<file path="config.mk">
export PLATFORM = sky130hd
export DESIGN_NAME = txhw_regs
export DESIGN_NICKNAME = d
export VERILOG_FILES = /design/src/pkg/txhw_pkg.sv /design/src/rtl/txhw_part.sv /design/src/rtl/txhw_regs.sv
export VERILOG_INCLUDE_DIRS = /design/src /design/src/pkg
export SDC_FILE = /design/constraint.sdc
export NUM_CORES = 1
export LEC_CHECK = 0
export BUFFER_PORTS_ARGS = -buffer_cell sky130_fd_sc_hd__buf_2
export CORE_UTILIZATION = 44
export CTS_BUF_LIST = sky130_fd_sc_hd__clkbuf_16
export CTS_CLUSTER_DIAMETER = 150
export DETAILED_ROUTE_END_ITERATION = 10
export GPL_TIMING_DRIVEN = 0
export PLACE_DENSITY = 0.95
export RECOVER_POWER = 100
export SLEW_MARGIN = 30
export SYNTH_ARGS = -nofsm -noshare
export SYNTH_HDL_FRONTEND = slang
export SYNTH_SLANG_ARGS = --single-unit
</file>
<file path="constraint.sdc">
create_clock -name clk_in -period 2.15 [get_ports clk_in]
set_input_delay 0.1075 -clock clk_in [delete_from_list [all_inputs] [get_ports clk_in]]
set_output_delay 0.1075 -clock clk_in [all_outputs]
set_load 0.02 [all_outputs]
</file>
<file path="src/pkg/txhw_consts.svh">
// Purpose: register offsets, field positions and reset values of the
//          transmit and hardware configuration registers
// Assumes: byte offsets on the host register port
// Notes:   definitions only
`ifndef TXHW_CONSTS_SVH
`define TXHW_CONSTS_SVH
// ----------------------------------------
// register offsets
// ----------------------------------------
`define TXHW_OFF_TX_CFG 8'h70
`define TXHW_OFF_HARDWARE_CONFIGURATION 8'h74
// ----------------------------------------
// transmit configuration fields
// ----------------------------------------
`define TXHW_TX_STS_FLUSH_BIT 15
`define TXHW_TX_DAT_FLUSH_BIT 14
`define TXHW_TX_OVR_BIT 2
`define TXHW_TX_ON_BIT 1
`define TXHW_TX_STOP_BIT 0
// ----------------------------------------
// hardware configuration fields
// ----------------------------------------
`define TXHW_HW_STRAP_BIT 24
`define TXHW_HW_MBO_BIT 20
`define TXHW_HW_SZ_HI 19
`define TXHW_HW_SZ_LO 16
`define TXHW_HW_CLK_HI 6
`define TXHW_HW_CLK_LO 5
`define TXHW_SZ_RESET 4'h5
`define TXHW_SZ_MAX 4'he
`define TXHW_CLK_RESET 2'h0
// ----------------------------------------
// receive end alignment, bytes
// ----------------------------------------
`define TXHW_ALIGN_B4 6'h04
`define TXHW_ALIGN_B16 6'h10
`define TXHW_ALIGN_B32 6'h20
// ----------------------------------------
// fifo arithmetic, bytes
// ----------------------------------------
`define TXHW_KB_SHIFT 10
`define TXHW_TX_STS_BYTES 15'h0200
`define TXHW_TOTAL_BYTES 15'h4000
`define TXHW_ZERO32 32'h0000_0000
`endif

</file>
<file path="src/pkg/txhw_pkg.sv">
// Purpose: shared types of the transmit and hardware configuration block
// Assumes: nothing
// Notes:   numbers live in txhw_consts.svh
`default_nettype none
package txhw_pkg;
   // receive end alignment codes
   typedef enum logic [1:0] {
      TXHW_ALIGN_4 = 2'b00,
      TXHW_ALIGN_16 = 2'b01,
      TXHW_ALIGN_32 = 2'b10,
      TXHW_ALIGN_RSVD = 2'b11
   } txhw_align_e;
   // media clock source codes
   typedef enum logic [1:0] {
      TXHW_CLK_INT = 2'b00,
      TXHW_CLK_EXT = 2'b01,
      TXHW_CLK_OFF = 2'b10,
      TXHW_CLK_INT2 = 2'b11
   } txhw_clk_e;
   // host register access
   typedef struct packed {
      logic rd;
      logic wr;
      logic [7:0] addr;
      logic [31:0] wdata;
   } txhw_req_s;
   // fifo partition in bytes
   typedef struct packed {
      logic [14:0] tx_total;
      logic [14:0] tx_status;
      logic [14:0] tx_data;
      logic [14:0] rx_total;
   } txhw_part_s;
endpackage
`default_nettype wire

</file>
<file path="src/rtl/txhw_part.sv">
// Purpose: splits the 16KB packet buffer between transmit and receive
// Assumes: allocation code already limited by the register
// Notes:   purely combinational
`timescale 1ns/10ps
`default_nettype none
`include "txhw_consts.svh"
module txhw_part
   import txhw_pkg::*;
(
   // allocation in 1KB units
   input wire logic [3:0] alloc_in,
   // resulting partition
   output txhw_part_s part_out
);
   logic [14:0] total;
   // ----------------------------------------
   // partition arithmetic
   // ----------------------------------------
   always_comb begin
      total = 15'({11'h000, alloc_in} << `TXHW_KB_SHIFT);
      part_out.tx_total = total;
      part_out.tx_status = `TXHW_TX_STS_BYTES;
      part_out.tx_data = total - `TXHW_TX_STS_BYTES;
      part_out.rx_total = `TXHW_TOTAL_BYTES - total;
   end
endmodule
`default_nettype wire

</file>
<file path="src/rtl/txhw_regs.sv">
// Purpose: transmit and hardware configuration registers with the
//          transmitter stop handshake and fifo flush strobes
// Assumes: synchronous host read/write strobes on clk_in, one cycle each
// Notes:   read data registered one cycle after the read strobe
`timescale 1ns/10ps
`default_nettype none
`include "txhw_consts.svh"
module txhw_regs
   import txhw_pkg::*;
(
   // clock and reset
   input wire logic clk_in,
   input wire logic rst_in,
   // host register port
   input wire txhw_req_s req_in,
   output logic [31:0] rdata_out,
   // receive alignment code from the receive configuration register
   input wire logic [1:0] rx_align_code_in,
   // transmitter state
   input wire logic tx_frame_busy_in,
   input wire logic tx_status_full_in,
   // strap pin, asynchronous
   input wire logic auto_crossover_strap_in,
   // transmit controls
   output logic tx_run_out,
   output logic tx_on_out,
   output logic tx_status_flush_out,
   output logic tx_data_flush_out,
   output logic tx_status_full_irq_out,
   // hardware configuration and receive alignment
   output logic must_be_one_bit_out,
   output logic [3:0] tx_fifo_allocation_out,
   output logic [1:0] media_clock_source_out,
   output logic [1:0] media_clock_sel_out,
   output logic media_clock_off_out,
   output txhw_part_s partition_out,
   output logic [5:0] rx_align_bytes_out
);
   logic tx_on;                 // transmitter enable
   logic tx_stop;               // stop request pending
   logic tx_ovr;                // status overrun permission
   logic must_be_one_bit;                   // must-be-one bit
   logic [3:0] alloc;           // transmit allocation code
   logic [1:0] clk_src;         // media clock source code
   logic strap_meta;            // first synchroniser stage
   logic strap_sync;            // second synchroniser stage
   logic wr_tx;                 // write to transmit configuration
   logic wr_hw;                 // write to hardware configuration
   logic halted;                // transmitter idle after stop
   logic [3:0] next_alloc;      // limited allocation value
   txhw_part_s part;            // computed partition

   assign wr_tx = req_in.wr && (req_in.addr == `TXHW_OFF_TX_CFG);
   assign wr_hw = req_in.wr && (req_in.addr == `TXHW_OFF_HARDWARE_CONFIGURATION);
   // stop takes effect only between frames
   assign halted = tx_stop && !tx_frame_busy_in;

   // ----------------------------------------
   // transmit enable and stop handshake
   // ----------------------------------------
   // hardware clearing wins over a simultaneous write, so a stop that
   // completes in the same cycle as a write is never lost
   // a write that sets enable and stop together arms both in one cycle
   always_ff @(posedge clk_in) begin
      if (rst_in) begin
         tx_on <= 1'b0;
         tx_stop <= 1'b0;
      end else begin
         if (halted) begin
            tx_on <= 1'b0;
         end else if (wr_tx) begin
            tx_on <= req_in.wdata[`TXHW_TX_ON_BIT];
         end
         if (halted) begin
            tx_stop <= 1'b0;
         end else if (wr_tx && !tx_stop) begin
            tx_stop <= req_in.wdata[`TXHW_TX_STOP_BIT];
         end
      end
   end

   // ----------------------------------------
   // overrun permission
   // ----------------------------------------
   // plain read/write bit; it only gates tx_run_out
   always_ff @(posedge clk_in) begin
      if (rst_in) begin
         tx_ovr <= 1'b0;
      end else if (wr_tx) begin
         tx_ovr <= req_in.wdata[`TXHW_TX_OVR_BIT];
      end
   end

   // ----------------------------------------
   // transmitter run qualifier
   // ----------------------------------------
   // enable lets fifo drain
   // current frame finishes first
   // registered so the output is a clean flop; the cost is one cycle
   // of latency between a control change and the transmitter seeing it
   always_ff @(posedge clk_in) begin
      if (rst_in) begin
         tx_run_out <= 1'b0;
      end else begin
         tx_run_out <= tx_on && (tx_ovr || !tx_status_full_in) &&
                       !(tx_stop && !tx_frame_busy_in);
      end
   end

   // ----------------------------------------
   // status full interrupt source
   // ----------------------------------------
   // independent of overrun bit
   // the overrun bit is deliberately absent here, so software sees a
   // full status fifo in either mode
   always_ff @(posedge clk_in) begin
      if (rst_in) begin
         tx_status_full_irq_out <= 1'b0;
      end else begin
         tx_status_full_irq_out <= tx_status_full_in;
      end
   end

   // ----------------------------------------
   // self-clearing flush strobes
   // ----------------------------------------
   // the bits never hold a one, so they read back as zero
   // a write with both flush bits pulses both strobes in the same cycle
   always_ff @(posedge clk_in) begin
      if (rst_in) begin
         tx_status_flush_out <= 1'b0;
         tx_data_flush_out <= 1'b0;
      end else begin
         tx_status_flush_out <= wr_tx && req_in.wdata[`TXHW_TX_STS_FLUSH_BIT];
         tx_data_flush_out <= wr_tx && req_in.wdata[`TXHW_TX_DAT_FLUSH_BIT];
      end
   end

   // ----------------------------------------
   // hardware configuration register
   // ----------------------------------------
   // values above 14KB are clamped; the host is trusted to stay at or
   // above 2KB and to stop tx/rx before writing (not checked here)
   always_comb begin
      next_alloc = req_in.wdata[`TXHW_HW_SZ_HI:`TXHW_HW_SZ_LO];
      if (next_alloc > `TXHW_SZ_MAX) begin
         next_alloc = `TXHW_SZ_MAX;
      end
   end

   // the must-be-one bit reads back and drives must_be_one_bit_out; nothing inside is gated by it
   always_ff @(posedge clk_in) begin
      if (rst_in) begin
         must_be_one_bit <= 1'b0;
         alloc <= `TXHW_SZ_RESET;
         clk_src <= `TXHW_CLK_RESET;
      end else if (wr_hw) begin
         must_be_one_bit <= req_in.wdata[`TXHW_HW_MBO_BIT];
         alloc <= next_alloc;
         clk_src <= req_in.wdata[`TXHW_HW_CLK_HI:`TXHW_HW_CLK_LO];
      end
   end

   // ----------------------------------------
   // crossover strap sampling
   // ----------------------------------------
   // strap synchronised then reported
   // only strap_sync is read anywhere; strap_meta may go metastable
   // limitation: a strap change shows two edges late in the read data
   always_ff @(posedge clk_in) begin
      if (rst_in) begin
         strap_meta <= 1'b0;
         strap_sync <= 1'b0;
      end else begin
         strap_meta <= auto_crossover_strap_in;
         strap_sync <= strap_meta;
      end
   end

   // ----------------------------------------
   // fifo partition
   // ----------------------------------------
   // the partition follows the stored code, never the raw write data,
   // so a clamped value can never yield a negative receive share
   txhw_part u_part (
      .alloc_in(alloc),
      .part_out(part)
   );

   // ----------------------------------------
   // registered configuration outputs
   // ----------------------------------------
   always_ff @(posedge clk_in) begin
      if (rst_in) begin
         tx_on_out <= 1'b0;
         must_be_one_bit_out <= 1'b0;
         tx_fifo_allocation_out <= `TXHW_SZ_RESET;
         media_clock_source_out <= `TXHW_CLK_RESET;
         media_clock_sel_out <= TXHW_CLK_INT;
         media_clock_off_out <= 1'b0;
         partition_out <= '0;
      end else begin
         tx_on_out <= tx_on;
         must_be_one_bit_out <= must_be_one_bit;
         tx_fifo_allocation_out <= alloc;
         media_clock_source_out <= clk_src;
         unique case (txhw_clk_e'(clk_src))
            TXHW_CLK_EXT: begin
               media_clock_sel_out <= TXHW_CLK_EXT;
               media_clock_off_out <= 1'b0;
            end
            TXHW_CLK_OFF: begin
               media_clock_sel_out <= TXHW_CLK_INT;
               media_clock_off_out <= 1'b1;
            end
            TXHW_CLK_INT, TXHW_CLK_INT2: begin
               media_clock_sel_out <= TXHW_CLK_INT;
               media_clock_off_out <= 1'b0;
            end
         endcase
         partition_out <= part;
      end
   end

   // ----------------------------------------
   // receive end alignment decode
   // ----------------------------------------
   // code from bits 31:30
   // alignment decode
   // the code is a level from logic on this clock, so no synchroniser;
   // it is registered only to keep the output a flop
   always_ff @(posedge clk_in) begin
      if (rst_in) begin
         rx_align_bytes_out <= `TXHW_ALIGN_B4;
      end else begin
         unique case (txhw_align_e'(rx_align_code_in))
            TXHW_ALIGN_4: rx_align_bytes_out <= `TXHW_ALIGN_B4;
            TXHW_ALIGN_16: rx_align_bytes_out <= `TXHW_ALIGN_B16;
            TXHW_ALIGN_32: rx_align_bytes_out <= `TXHW_ALIGN_B32;
            // reserved code: fall back to plain word alignment
            TXHW_ALIGN_RSVD: rx_align_bytes_out <= `TXHW_ALIGN_B4;
         endcase
      end
   end

   // ----------------------------------------
   // read data
   // ----------------------------------------
   // reserved bits read zero
   // unmapped offsets read as zero; the data holds until the next read,
   // so a slow host may take it late
   always_ff @(posedge clk_in) begin
      if (rst_in) begin
         rdata_out <= `TXHW_ZERO32;
      end else if (req_in.rd) begin
         rdata_out <= `TXHW_ZERO32;
         if (req_in.addr == `TXHW_OFF_TX_CFG) begin
            rdata_out[`TXHW_TX_OVR_BIT] <= tx_ovr;
            rdata_out[`TXHW_TX_ON_BIT] <= tx_on;
            rdata_out[`TXHW_TX_STOP_BIT] <= tx_stop;
         end else if (req_in.addr == `TXHW_OFF_HARDWARE_CONFIGURATION) begin
            rdata_out[`TXHW_HW_STRAP_BIT] <= strap_sync;
            rdata_out[`TXHW_HW_MBO_BIT] <= must_be_one_bit;
            rdata_out[`TXHW_HW_SZ_HI:`TXHW_HW_SZ_LO] <= alloc;
            rdata_out[`TXHW_HW_CLK_HI:`TXHW_HW_CLK_LO] <= clk_src;
         end
      end
   end
endmodule
`default_nettype wire

</file>
==> results.sh <==
export IMPL_finalCriticalPeriod_ns=1.42
export IMPL_run_status="finished, final reports clean"
export IMPL_cts_setup_buffers=0
export IMPL_vdd_ir_drop_max_uv=502
export IMPL_grt_pass1_wl_um=6650
export IMPL_io_pins=162
export IMPL_die_area_mm2=0.00559
export IMPL_core_mm2=0.00511
export IMPL_worstHoldPathType="input pin to flip-flop"
export IMPL_overflow=0
export IMPL_p_leak_nw=1.57
export IMPL_syn2layout_area_growth_pct=32.7
export IMPL_maxCapViolCount=0
export IMPL_cts_tree="done"
export IMPL_synth_area_per_cell_um2=10.0
export IMPL_slew_violations=0
export IMPL_grt_pass1_vias=1579
export IMPL_syn_cell_area_mm2=0.00233
export IMPL_clock_sinks=53
export IMPL_cp_data_arrival_time_ns=1.59
export IMPL_skew_ns=0.00285
export IMPL_drt_iter0_markers=90
export IMPL_yosysWarnings=0
export IMPL_required_ns=2.32
export IMPL_fill_cells=450
export IMPL_placedCellCount=443
export IMPL_cp_max_fo=7
export IMPL_hpwlAfterDp_um=3610
export IMPL_cts_hold_buf=0
export IMPL_criticalPathCategory="input pin to flip-flop"
export IMPL_rsz0062_at_grt="no"
export IMPL_post_cts_resize_count=0
export IMPL_avgViaCountPerCell=4.04
export IMPL_drt_wl_total_um=4600
export IMPL_place_gp_congestion=0.804
export IMPL_worst_pin_slew_ns=0.688
export IMPL_track_usage_pct=16.0
export IMPL_slew_headroom_pct=53.7
export IMPL_start_kind="input pin"
export IMPL_post_route_cells_drive_above_1_share_pct=28.7
export IMPL_crit_path_end_kind="flip-flop"
export IMPL_grt_max_degree=16
export IMPL_p_per_area_mw_per_mm2=700
export IMPL_port_buffers=72
export IMPL_synth_seq_cells=53
export IMPL_synthArstFlopShare_pct=0
export IMPL_netlist_instances=233
export IMPL_final_cells=450
export IMPL_die_h_um=74.8
export IMPL_antenna_found_initial=0
export IMPL_finalSetupViolCount=0
export IMPL_synth_edf_count=0
export IMPL_rows=26
export IMPL_postRouteAntennaNets=0
export IMPL_synth_main_ff_cell="dfxtp_1"
export IMPL_first_pass_iters=4
export IMPL_nNetsFinal=433
export IMPL_cts_buffers=5
export IMPL_clk_path_buf_depth=2
export IMPL_seq_area_mm2=0.00106
export IMPL_post_route_drc_count=0
export IMPL_ys_seq_area_share_pct=45.5
export IMPL_finish_utilization_pct=60.5
export IMPL_fin_crit_sh_pct=65.9
export IMPL_fmax_mhz=705
export IMPL_netlist_cell_type_count=37
export IMPL_clock_latency_ns=0.29
export IMPL_initial_utilization_pct=45.6
export IMPL_clk_pin_slew_worst_paths_ns=0.06
export IMPL_h_tree_depth=2
export IMPL_wl_per_cell_um=10.2
export IMPL_antennaDiodeCount=0
export IMPL_hold_violations=0
export IMPL_dpl_cell_area_mm2=0.00303
export IMPL_finalInstanceArea_mm2=0.00309
export IMPL_finalSetupTns_ns=0
export IMPL_die_w_um=74.8
export IMPL_cts_root_buf="clkbuf_16"
export IMPL_multi_input_area_um2=857
export IMPL_vias=1818
[flip-flops by register name (all words and copies together) (netlist names), 2 cells and up]
signal                  cells
media_clock_source_out      2
alloc                       4
partition_out              13
rx_align_bytes_out          3
clk_src                     2
rdata_out                  11
tx_fifo_allocation_out      4
[routing by layer]
| metal | track usage (%) | wire [µm] |
|---|---|---|
| met1 | 16.6 | 1690 |
| met2 | 29.1 | 2310 |
| met3 | 5.09 | 514 |
| met4 | 7.97 | 88 |
| met5 | 0 | 0 |
[cells in the mapped netlist (4+ instances only)]
master	n	share of area, %
a22o_1	8	3.0
and3_1	5	1.3
buf_4	72	23
dfxtp_1	53	46
ha_1	4	2.1
inv_1	12	1.9
mux2i_1	4	1.7
nand2_1	4	0.64
nor2_1	15	2.4
nor2b_1	12	3.2
[path summary, 6_finish.rpt]
check	startpoint	endpoint	slack, ns	depth (start not counted)
worst max-delay path	req_in[35]	alloc[1]	0.73	5
worst min-delay path	auto_crossover_strap_in	strap_meta	0.04	2
worst max register to register	alloc[0]	partition_out[11]	1.09	3
worst min register to register	strap_meta	strap_sync	0.44	1
[worst max-delay path, cell delays in order]
cell and delay [ns]:
clkbuf_1 0.12, nor4b_1 0.41, and3_1 0.20, clkbuf_1 0.37
mux2_1 0.37
[through the flow]
step	hold WS, ns	total power [W]	setup WS [ns]
6_report	0.0391	0.00217	0.732
5_1_grt	0.0576	0.00225	0.643
4_1_cts	0.0293	0.00218	1.10
3_5_place_dp	0.325	0.00133	0.809
3_3_place_gp	0.318	0.00132	0.822
2_1_floorplan	0.190	0.00127	0.997
[kinds of logic (layout without fill, tap and decap cells)]
| group | Yosys count | after routing | share of synthesized area [%] |
|---|---|---|---|
| other cells | 1 | 69 | 0.161 |
| simple gates | 53 | 53 | 13.5 |
| flops | 53 | 53 | 45.5 |
| compound gates | 20 | 20 | 6.61 |
| buf+inv | 92 | 171 | 27.2 |
| xor+xnor | 3 | 3 | 1.13 |
| mux | 7 | 7 | 3.65 |
| fa+ha+maj | 4 | 4 | 2.15 |
[layout make-up]
| type | count | area share [%] |
|---|---|---|
| buffer | 80 | 18.7 |
| clock buffer | 5 | 4.05 |
| clock inverter | 2 | 1.13 |
| inverter | 12 | 1.46 |
| multi-input combinational | 156 | 27.7 |
| sequential | 53 | 34.3 |
| tap | 70 | 2.83 |
| timing repair buffer | 72 | 9.75 |
[power breakdown]
part	internal (W)	total (W)	switching (W)
logic	0.000121	0.000306	0.000185
clock network	0.000540	0.000861	0.000321
registers	0.000995	0.000999	0.00000339
total	0.00166	0.00217	0.000509
[cell usage in the layout, fill, tap and decap left out, types with 2 or more instances in the layout]
cell type | netlist | routed
conb_1 | 1 | 69
nand4_1 | 3 | 3
clkbuf_16 | 0 | 5
xnor2_1 | 2 | 2
nand2_1 | 4 | 4
nor2_1 | 15 | 15
buf_4 | 72 | 72
o21ai_0 | 2 | 2
clkbuf_1 | 2 | 53
a22o_1 | 8 | 8
nor2b_1 | 12 | 12
mux2i_1 | 4 | 4
and3_1 | 5 | 5
nor4b_1 | 1 | 2
ha_1 | 4 | 4
a21oi_1 | 3 | 3
dfxtp_1 | 53 | 53
and2_0 | 0 | 3
inv_1 | 12 | 12
buf_2 | 3 | 26
nand2b_1 | 3 | 3
mux2_1 | 0 | 3
o211ai_1 | 2 | 2
Note: power is estimated with default switching activity, not from simulation.
